[src/core/link_pkg.sv]
// link_pkg: constants and state codes for the link reset and detect machine
// assumes a single 200 MHz clock shared by every design file
`default_nettype none
package link_pkg;
	// ****************************************************
	// clock and timing
	// ****************************************************
	localparam int clk_mhz = 200;
	localparam int retrain_min_us = 40;
	localparam int retrain_max_us = 50;
	localparam int pending_handshake_us = 100;
	localparam int pm_link_command_us = 100;
	localparam int item_a_us = 120;
	localparam int port_config_timeout_us = 110;
	localparam int pre_reset_min_ms = 60;
	localparam int pre_reset_max_ms = 80;
	localparam int polling_stall_residency_ms = 40;
	localparam int polling_active_timeout_ms = 58;
	// derived counts; retrain aims between its bounds
	localparam int retrain_cycles = (retrain_min_us + retrain_max_us) / 2 * clk_mhz;
	localparam int pending_handshake_cycles = pending_handshake_us * clk_mhz;
	localparam int pm_link_command_cycles = pm_link_command_us * clk_mhz;
	localparam int item_a_cycles = item_a_us * clk_mhz;
	localparam int port_config_cycles = port_config_timeout_us * clk_mhz;
	localparam int pre_reset_cycles = (pre_reset_min_ms + pre_reset_max_ms) / 2 * 1000 * clk_mhz;
	localparam int polling_stall_cycles = polling_stall_residency_ms * 1000 * clk_mhz;
	localparam int polling_active_cycles = polling_active_timeout_ms * 1000 * clk_mhz;
	localparam int timer_w = 25;
	localparam int lanes = 4;
	// ****************************************************
	// states, one-hot
	// ****************************************************
	typedef enum logic [8:0] {
		st_disabled = 9'h001,
		st_det_reset = 9'h002,
		st_det_active = 9'h004,
		st_det_wait = 9'h008,
		st_low_speed = 9'h010,
		st_cfg_wait = 9'h020,
		st_polling = 9'h040,
		st_phy_test = 9'h080,
		st_hot_reset = 9'h100
	} link_state_e;
	typedef enum logic [3:0] {
		rs_wait_line = 4'h1,
		rs_assert = 4'h2,
		rs_hold = 4'h4,
		rs_done = 4'h8
	} reset_step_e;
endpackage : link_pkg
`default_nettype wire

[src/core/timer_if.sv]
// timer_if: load and expiry between the main machine and its cycle timer
// assumes both ends share sys_clk
`default_nettype none
interface timer_if;
	logic start;
	logic [link_pkg::timer_w-1:0] count;
	logic expired;
	modport ctrl(output start, output count, input expired);
	modport timer(input start, input count, output expired);
endinterface : timer_if
`default_nettype wire

[src/core/cycle_timer.sv]
// cycle_timer: one-shot down counter in local clock cycles
// assumes start is a one-cycle pulse from the same clock domain
`default_nettype none
module cycle_timer (
	input wire logic sys_clk, // system clock
	input wire logic rst, // synchronous reset
	input wire logic ce, // clock enable
	timer_if.timer t // load and expiry
);
	logic [link_pkg::timer_w-1:0] left;
	logic running;
	// count down; expired pulses once when left reaches one
	always_ff @(posedge sys_clk) begin
		if (rst) begin
			left <= '0;
			running <= 1'b0;
			t.expired <= 1'b0;
		end else if (ce) begin
			t.expired <= 1'b0;
			if (t.start) begin
				left <= t.count;
				running <= 1'b1;
			end else if (running) begin
				if (left <= 25'h0000001) begin
					running <= 1'b0;
					t.expired <= 1'b1;
				end else begin
					left <= left - 25'h0000001;
				end
			end
		end
	end
endmodule : cycle_timer
`default_nettype wire

[src/core/link_reset_and_detect_fsm.sv]
// link_reset_and_detect_fsm: reset and receiver-detect part of the link training machine
// assumes phy status inputs are asynchronous pins; commands come from same-clock logic
// Notes on behaviour
// - power-on reset holds disabled and phy off; release takes an upstream port to receiver-detect
// - hot reset is ts2 with reset bit; seeing or sending it enters hot reset
// - hot reset end: downstream clears error count, config kept, go to u0
// - failed hot reset makes a downstream port signal warm reset
// - warm reset: negative level on lane pair zero 60-80 ms, then line reset
// - a signalled line reset moves the machine to receiver-detect reset
// - line reset only by downstream on pair zero, upstream only for disconnect
// - retrain timer expires between 40 and 50 us after start
// - handshake and link command timers 100 us, entry timer 120 us
// - polling stall residency allowed up to 40 ms
// - polling active timeout is 58 ms
// - port configuration timeout is 110 us
// - disabled state holds local phy reset on every lane pair
// - upstream leaves disabled on reset release, downstream when directed, to detect active
// - downstream port when directed signals disconnect and enters disabled from detect
// - detect reset: wait line reset, assert local reset, hold, release, then active
// - downstream in detect active wakes all transmitters, receivers stay hibernate
// - upstream in detect active keeps everything in hibernate until partner exits
// - upstream seeing any receiver exit wakes all transmitters, enters low-speed mode
// - downstream waits activate time after all receivers exit, then low-speed mode
// - test mode register write in low-speed mode leaves for phy test
// - config update transition, then wait receiver activate capability, then polling
`default_nettype none
module link_reset_and_detect_fsm (
	input wire logic sys_clk, // 200 mhz clock
	input wire logic rst, // power-on reset, active high
	input wire logic ce, // clock enable
	input wire logic is_downstream, // strap: port faces downstream
	input wire logic direct_disable, // directed to disable (downstream)
	input wire logic direct_enable, // directed to leave disabled (downstream)
	input wire logic line_reset_seen, // phy pin: line reset signalled on link
	input wire logic line_reset_busy, // phy pin: line reset still in progress
	input wire logic [3:0] rx_hib_exit, // phy pins: receiver hibernate exit per pair
	input wire logic ts2_reset_rx, // ts2 with reset bit received
	input wire logic hot_reset_req, // request to send hot reset
	input wire logic hot_reset_done, // hot reset handshake complete
	input wire logic hot_reset_fail, // hot reset failed
	input wire logic test_mode_write, // remote access write to test mode reg
	input wire logic config_update, // remote access configured polling entry
	input wire logic [15:0] activate_cycles, // activate time in cycles
	input wire logic [15:0] rx_min_activate_capability, // receiver activate in cycles
	input wire logic [15:0] reset_hold_cycles, // local reset hold time in cycles
	input wire logic [15:0] line_to_local_reset_delay, // cycles of asserted local reset before the hold
	output logic [3:0] phy_local_reset, // local phy reset per lane pair
	output logic [3:0] tx_wake, // transmitter out of hibernate per pair
	output logic [3:0] rx_wake, // receiver out of hibernate per pair
	output logic lane_pair_zero_negative_line_level, // warm reset drive on pair zero
	output logic line_reset_issue, // issue line reset on pair zero
	output logic ts2_reset_tx, // send ts2 with reset bit
	output logic config_update_transition, // run config update transition
	output logic clear_error_count, // pulse: clear link error count
	output logic [8:0] state_out, // current state code
	output logic in_u0 // pulse: leave to u0
);
	// ****************************************************
	// synchronisers for pin inputs
	// ****************************************************
	logic [5:0] sync_a;
	logic [5:0] sync_b;
	always_ff @(posedge sys_clk) begin
		if (rst) begin
			sync_a <= '0;
			sync_b <= '0;
		end else if (ce) begin
			sync_a <= {line_reset_seen, line_reset_busy, rx_hib_exit};
			sync_b <= sync_a;
		end
	end
	wire logic lr_seen = sync_b[5];
	wire logic lr_busy = sync_b[4];
	wire logic [3:0] rx_exit = sync_b[3:0];

	// strap caught on the first enabled cycle after reset release
	logic dsp;
	logic strap_taken;
	always_ff @(posedge sys_clk) begin
		if (rst) begin
			dsp <= 1'b0;
			strap_taken <= 1'b0;
		end else if (ce && !strap_taken) begin
			dsp <= is_downstream;
			strap_taken <= 1'b1;
		end
	end

	// ****************************************************
	// long timers
	// ****************************************************
	timer_if warm_t ();
	timer_if stall_t ();
	cycle_timer warm_timer (.sys_clk(sys_clk), .rst(rst), .ce(ce), .t(warm_t.timer));
	cycle_timer stall_timer (.sys_clk(sys_clk), .rst(rst), .ce(ce), .t(stall_t.timer));
	assign warm_t.count = link_pkg::timer_w'(link_pkg::pre_reset_cycles);
	assign stall_t.count = link_pkg::timer_w'(link_pkg::polling_stall_cycles);

	// ****************************************************
	// main state machine
	// ****************************************************
	link_pkg::link_state_e state;
	link_pkg::reset_step_e step;
	logic [15:0] cnt;
	logic warm_active;
	logic poll_timeout;
	wire logic all_rx_exit = &rx_exit;
	wire logic any_rx_exit = |rx_exit;
	wire logic go_disable = dsp && direct_disable;

	// state and sub-step transitions
	always_ff @(posedge sys_clk) begin
		if (rst) begin
			state <= link_pkg::st_disabled;
			step <= link_pkg::rs_wait_line;
			cnt <= '0;
		end else if (ce && strap_taken) begin
			case (state)
				link_pkg::st_disabled: begin
					if (!dsp || direct_enable) begin
						state <= link_pkg::st_det_active;
					end
				end
				link_pkg::st_det_reset: begin
					if (go_disable) begin
						state <= link_pkg::st_disabled;
					end else begin
						case (step)
							link_pkg::rs_wait_line: begin
								cnt <= '0;
								if (!lr_busy) begin
									step <= link_pkg::rs_assert;
								end
							end
							link_pkg::rs_assert: begin
								cnt <= cnt + 16'h0001;
								if (cnt >= line_to_local_reset_delay) begin
									step <= link_pkg::rs_hold;
									cnt <= '0;
								end
							end
							link_pkg::rs_hold: begin
								cnt <= cnt + 16'h0001;
								if (cnt >= reset_hold_cycles) begin
									step <= link_pkg::rs_done;
								end
							end
							default: begin
								step <= link_pkg::rs_wait_line;
								state <= link_pkg::st_det_active;
							end
						endcase
					end
				end
				link_pkg::st_det_active: begin
					cnt <= '0;
					if (go_disable) begin
						state <= link_pkg::st_disabled;
					end else if (!dsp && any_rx_exit) begin
						state <= link_pkg::st_low_speed;
					end else if (dsp && all_rx_exit) begin
						state <= link_pkg::st_det_wait;
					end
				end
				link_pkg::st_det_wait: begin
					cnt <= cnt + 16'h0001;
					if (go_disable) begin
						state <= link_pkg::st_disabled;
					end else if (cnt >= activate_cycles) begin
						state <= link_pkg::st_low_speed;
					end
				end
				link_pkg::st_low_speed: begin
					cnt <= '0;
					if (go_disable) begin
						state <= link_pkg::st_disabled;
					end else if (test_mode_write) begin
						state <= link_pkg::st_phy_test;
					end else if (config_update) begin
						state <= link_pkg::st_cfg_wait;
					end
				end
				link_pkg::st_cfg_wait: begin
					cnt <= cnt + 16'h0001;
					if (cnt >= rx_min_activate_capability) begin
						state <= link_pkg::st_polling;
					end
				end
				link_pkg::st_hot_reset: begin
					if (hot_reset_done) begin
						state <= link_pkg::st_polling;
					end else if (hot_reset_fail && !dsp) begin
						state <= link_pkg::st_det_active;
					end
				end
				default: begin
					if (poll_timeout && dsp) begin
						state <= link_pkg::st_det_active;
					end
				end
			endcase
			// line reset and hot reset override the current state
			if (lr_seen && state != link_pkg::st_disabled && !warm_active) begin
				state <= link_pkg::st_det_reset;
				step <= link_pkg::rs_wait_line;
			end else if ((ts2_reset_rx || hot_reset_req) && state == link_pkg::st_polling) begin
				state <= link_pkg::st_hot_reset;
			end
		end
	end

	// polling stall residency watch, restarted on polling entry
	logic in_poll_q;
	always_ff @(posedge sys_clk) begin
		if (rst) begin
			in_poll_q <= 1'b0;
			poll_timeout <= 1'b0;
		end else if (ce) begin
			in_poll_q <= (state == link_pkg::st_polling);
			if (stall_t.expired) begin
				poll_timeout <= 1'b1;
			end else if (state != link_pkg::st_polling) begin
				poll_timeout <= 1'b0;
			end
		end
	end
	assign stall_t.start = ce && (state == link_pkg::st_polling) && !in_poll_q;

	// warm reset sequence: negative drive then line reset, downstream only on pair zero
	always_ff @(posedge sys_clk) begin
		if (rst) begin
			warm_active <= 1'b0;
			lane_pair_zero_negative_line_level <= 1'b0;
			line_reset_issue <= 1'b0;
		end else if (ce) begin
			line_reset_issue <= 1'b0;
			if (warm_active && warm_t.expired) begin // expiry wins over a repeated fail
				warm_active <= 1'b0;
				lane_pair_zero_negative_line_level <= 1'b0;
				line_reset_issue <= 1'b1;
			end else if (dsp && hot_reset_fail && state == link_pkg::st_hot_reset) begin
				warm_active <= 1'b1;
				lane_pair_zero_negative_line_level <= 1'b1;
			end
		end
	end
	assign warm_t.start = ce && dsp && hot_reset_fail && state == link_pkg::st_hot_reset
		&& !warm_active;

	// ****************************************************
	// phy control outputs, one per lane pair
	// ****************************************************
	genvar g;
	generate
		for (g = 0; g < link_pkg::lanes; g++) begin : pair
			always_ff @(posedge sys_clk) begin
				if (rst) begin
					phy_local_reset[g] <= 1'b1;
					tx_wake[g] <= 1'b0;
					rx_wake[g] <= 1'b0;
				end else if (ce) begin
					phy_local_reset[g] <= (state == link_pkg::st_disabled) ||
						(state == link_pkg::st_det_reset &&
						(step == link_pkg::rs_assert || step == link_pkg::rs_hold));
					tx_wake[g] <= (dsp && state == link_pkg::st_det_active) ||
						(!dsp && state == link_pkg::st_det_active && any_rx_exit) ||
						(state != link_pkg::st_disabled && state != link_pkg::st_det_reset &&
						state != link_pkg::st_det_active);
					rx_wake[g] <= rx_exit[g] && state != link_pkg::st_disabled &&
						state != link_pkg::st_det_reset;
				end
			end
		end
	endgenerate

	// misc pulses and status
	always_ff @(posedge sys_clk) begin
		if (rst) begin
			ts2_reset_tx <= 1'b0;
			config_update_transition <= 1'b0;
			clear_error_count <= 1'b0;
			in_u0 <= 1'b0;
			state_out <= link_pkg::st_disabled;
		end else if (ce) begin
			ts2_reset_tx <= dsp && state == link_pkg::st_hot_reset;
			config_update_transition <= state == link_pkg::st_low_speed && config_update;
			clear_error_count <= dsp && state == link_pkg::st_hot_reset && hot_reset_done;
			in_u0 <= state == link_pkg::st_hot_reset && hot_reset_done;
			state_out <= state;
		end
	end
endmodule : link_reset_and_detect_fsm
`default_nettype wire

[config.mk]
export PLATFORM = sky130hd
export DESIGN_NAME = link_reset_and_detect_fsm
export DESIGN_NICKNAME = d
export VERILOG_FILES = /design/src/core/link_pkg.sv /design/src/core/timer_if.sv /design/src/core/cycle_timer.sv /design/src/core/link_reset_and_detect_fsm.sv
export SDC_FILE = /design/constraint.sdc
export NUM_CORES = 1
export LEC_CHECK = 0
export BUFFER_PORTS_ARGS = -buffer_cell sky130_fd_sc_hd__buf_2
export CAP_MARGIN = 20
export CORE_MARGIN = 8
export CORE_UTILIZATION = 30
export DETAILED_ROUTE_END_ITERATION = 6
export GPL_ROUTABILITY_DRIVEN = 0
export PLACE_DENSITY = 0.53
export SLEW_MARGIN = 20
export SYNTH_ARGS = -nofsm -noshare
export SYNTH_HDL_FRONTEND = slang
export SYNTH_SLANG_ARGS = --single-unit
[constraint.sdc]
create_clock -name sys_clk -period 3.5 [get_ports sys_clk]
set_input_delay 0.525 -clock sys_clk [delete_from_list [all_inputs] [get_ports sys_clk]]
set_output_delay 0.525 -clock sys_clk [all_outputs]
set_load 0.03 [all_outputs]
==> flow_metrics.env <==
export IMPL_critPathBufInv=0
export IMPL_antenna_found_initial=2
export IMPL_clock_sinks=120
export IMPL_hpwl_mm=14.9
export IMPL_holdBufCountCts=0
export IMPL_syn_num_nets=1024
export IMPL_finalCriticalPeriod_ps=3020
export IMPL_hold_path_depth=3
export IMPL_rows=57
export IMPL_fin_crit_sh=0.864
export IMPL_min_delay_start="rx_hib_exit[1]"
export IMPL_skew_ps=10.6
export IMPL_die_area_um2=29400
export IMPL_area_delta_synth_final_pct=19.9
export IMPL_synth_top_family_by_area="simple AND/OR/NAND/NOR gates"
export IMPL_endpoint_kind="flop"
export IMPL_r2r_end="state[5]"
export IMPL_path_cells="nor4_2, nand3_1, a2111oi_0, a32oi_1, a21boi_1, mux2_2"
export IMPL_ant_nets=0
export IMPL_synthDistinctLibCells=63
export IMPL_max_stage_delay_ps=570
export IMPL_cpMaxStageDelayCell="nor4_2"
export IMPL_leakage_nw=4.01
export IMPL_synth_fa_ha_area_frac=0.119
export IMPL_cp_max_fo=8
export IMPL_tns_ps=0
export IMPL_avgSynthCellArea_um2=8.31
export IMPL_grt_pass1_vias=6352
export IMPL_fillCellCount=2544
export IMPL_layout_common_cells="dfxtp_1, buf_2, nor2_1, inv_1, ha_1"
export IMPL_post_cts_setup_buffer_count=0
export IMPL_whs_endpoint="sync_a[1]"
export IMPL_coreArea_um2=24000
export IMPL_finalHoldViolations=0
export IMPL_antennaDiodeCount=0
export IMPL_synthesis_area_um2=7260
export IMPL_remaining_drc_errors=0
export IMPL_synth_ff_type="dfxtp_1"
export IMPL_clkTransAtPathRegs_ps=60
export IMPL_reg2reg_depth=6
export IMPL_p_per_area_nw_per_um2=385
export IMPL_synth_simple_area_share=0.237
export IMPL_tightest_slew_ps=661
export IMPL_critPathTopFamily="compound AO/OA/AOI/OAI gates"
export IMPL_totalPowerFinal_mw=3.35
export IMPL_startpoint_type="flop"
export IMPL_relSlewSlack=0.558
export IMPL_post_cts_resized=0
export IMPL_synth_compound_area_frac=0.121
export IMPL_max_vdd_ir_drop_mv=0.334
export IMPL_final_layout_size_suffix_gt1_frac=0.175
export IMPL_avgViaCountPerCell=4.83
export IMPL_async_flop_share=0
export IMPL_routedWlPerCell_um=15.1
export IMPL_grt_pass1_wl_mm=32.5
export IMPL_yosys_warnings=0
export IMPL_multi_input_area_um2=4380
export IMPL_max_freq_mhz=331
export IMPL_start_util=0.302
export IMPL_grt_overflow=0
export IMPL_ctsHtreeMaxLevel=4
export IMPL_reg2reg_from="state[2]"
export IMPL_synth_edf_count=0
export IMPL_drt_first_pass_iters=4
export IMPL_clk_latency_ps=420
export IMPL_synthCells=873
export IMPL_final_util=0.362
export IMPL_drt_iter0_drc=323
export IMPL_maxCapViolations=0
export IMPL_synth_xor_area_frac=0.0796
export IMPL_rsz0062_at_grt="no"
export IMPL_cts_tree="yes"
export IMPL_final_common_cell="dfxtp_1"
export IMPL_wl_mm=19.7
export IMPL_cts_buffers=17
export IMPL_ys_seq_elements=120
export IMPL_die_h_um=172
export IMPL_ys_seq_area_frac=0.331
export IMPL_path_class="flop to flop"
export IMPL_crit_arrival_ps=3320
export IMPL_crit_required_ps=3800
export IMPL_grt_usage=0.137
export IMPL_io_pin_count=109
export IMPL_numPortBuffers=108
export IMPL_synthMuxAreaShare=0.0464
export IMPL_hold_path_class="input pin to flop"
export IMPL_finalSetupViolCount=0
export IMPL_slew_violations=0
export IMPL_die_width_um=172
export IMPL_reg2reg_setup_slack_ps=480
export IMPL_fin_nets=1124
export IMPL_clock_root_buffer="clkbuf_16"
export IMPL_grt_max_degree=44
export IMPL_num_vias=6326
export IMPL_seqCellArea_um2=2400
export IMPL_run_status="finished, final reports clean"
export IMPL_clockBufferDepth=2
flip-flops by register name, summed over array words and instances, names as in the netlist, 4 cells and up:
name and count:
state_out 9, state 9, rx_wake 4, step 4, sync_b 6, cnt 16
warm_timer.left 25, sync_a 6, stall_timer.left 25
cell families (layout without fill, tap and decap cells):
kind of cell	after synthesis	after routing
compound gates	134	134
xor+xnor	66	66
fa+ha+maj	69	69
buf+inv	119	232
flops	120	120
mux	33	33
simple gates	332	332
power breakdown:
group	total, mW	internal [mW]	switching, mW
Clock	1.72	1.04	0.683
Combinational	0.234	0.0940	0.140
Sequential	1.40	1.38	0.0167
Total	3.35	2.51	0.840
area by class of cell:
class                   instances  share of cell area
flip-flops and latches        120               0.276
multi-input cells             634               0.503
clock buffers                  20              0.0536
inverters                      78              0.0336
well taps                     324              0.0466
repair buffers                122              0.0742
clock inverters                12              0.0134
cell usage after synthesis (27+ instances only):
cell type / instances / area share
xnor2_1: 39 / 0.047
nand2_1: 42 / 0.022
nor3_1: 48 / 0.033
inv_1: 78 / 0.040
nand3_1: 32 / 0.022
ha_1: 69 / 0.12
clkbuf_1: 28 / 0.014
mux2i_1: 28 / 0.039
nor2_1: 90 / 0.047
xor2_1: 27 / 0.033
dfxtp_1: 120 / 0.33
a21oi_1: 50 / 0.034
metal layers:
layer | vias up | global-route usage | wire length (um)
met5 | - | 0 | 22
met4 | 4 | 0.0340 | 205
met3 | 16 | 0.0363 | 1100
met2 | 125 | 0.212 | 8640
met1 | 2914 | 0.186 | 9750
li1 | 3267 | - | -
worst max path at each step:
stage,slack (ps),cells past startpoint,endpoint,start
6_report,480,6,state[5],state[2]
5_1_grt,290,6,state[3],state[2]
4_1_cts,490,6,state[5],state[2]
3_5_place_dp,490,6,state[5],state[2]
3_3_place_gp,520,6,state[5],state[2]
2_1_floorplan,820,8,warm_timer.left[18],warm_timer.left[14]
worst reg2reg max path, cell delays in order (launching register included):
cell and delay [ps]:
dfxtp_1 420, nor4_2 570, nand3_1 310, a2111oi_0 480, a32oi_1 260, a21boi_1 500
mux2_2 390
stage by stage:
step	hold slack [ps]	area [um^2]	cells	setup slack [ps]
6_report	346	8710	1310	478
5_1_grt	340	8710	1310	292
4_1_cts	329	8710	1310	492
3_5_place_dp	455	8120	1278	491
3_3_place_gp	462	8120	1278	519
2_1_floorplan	446	7260	873	823
(Power assumes the default switching activity.)
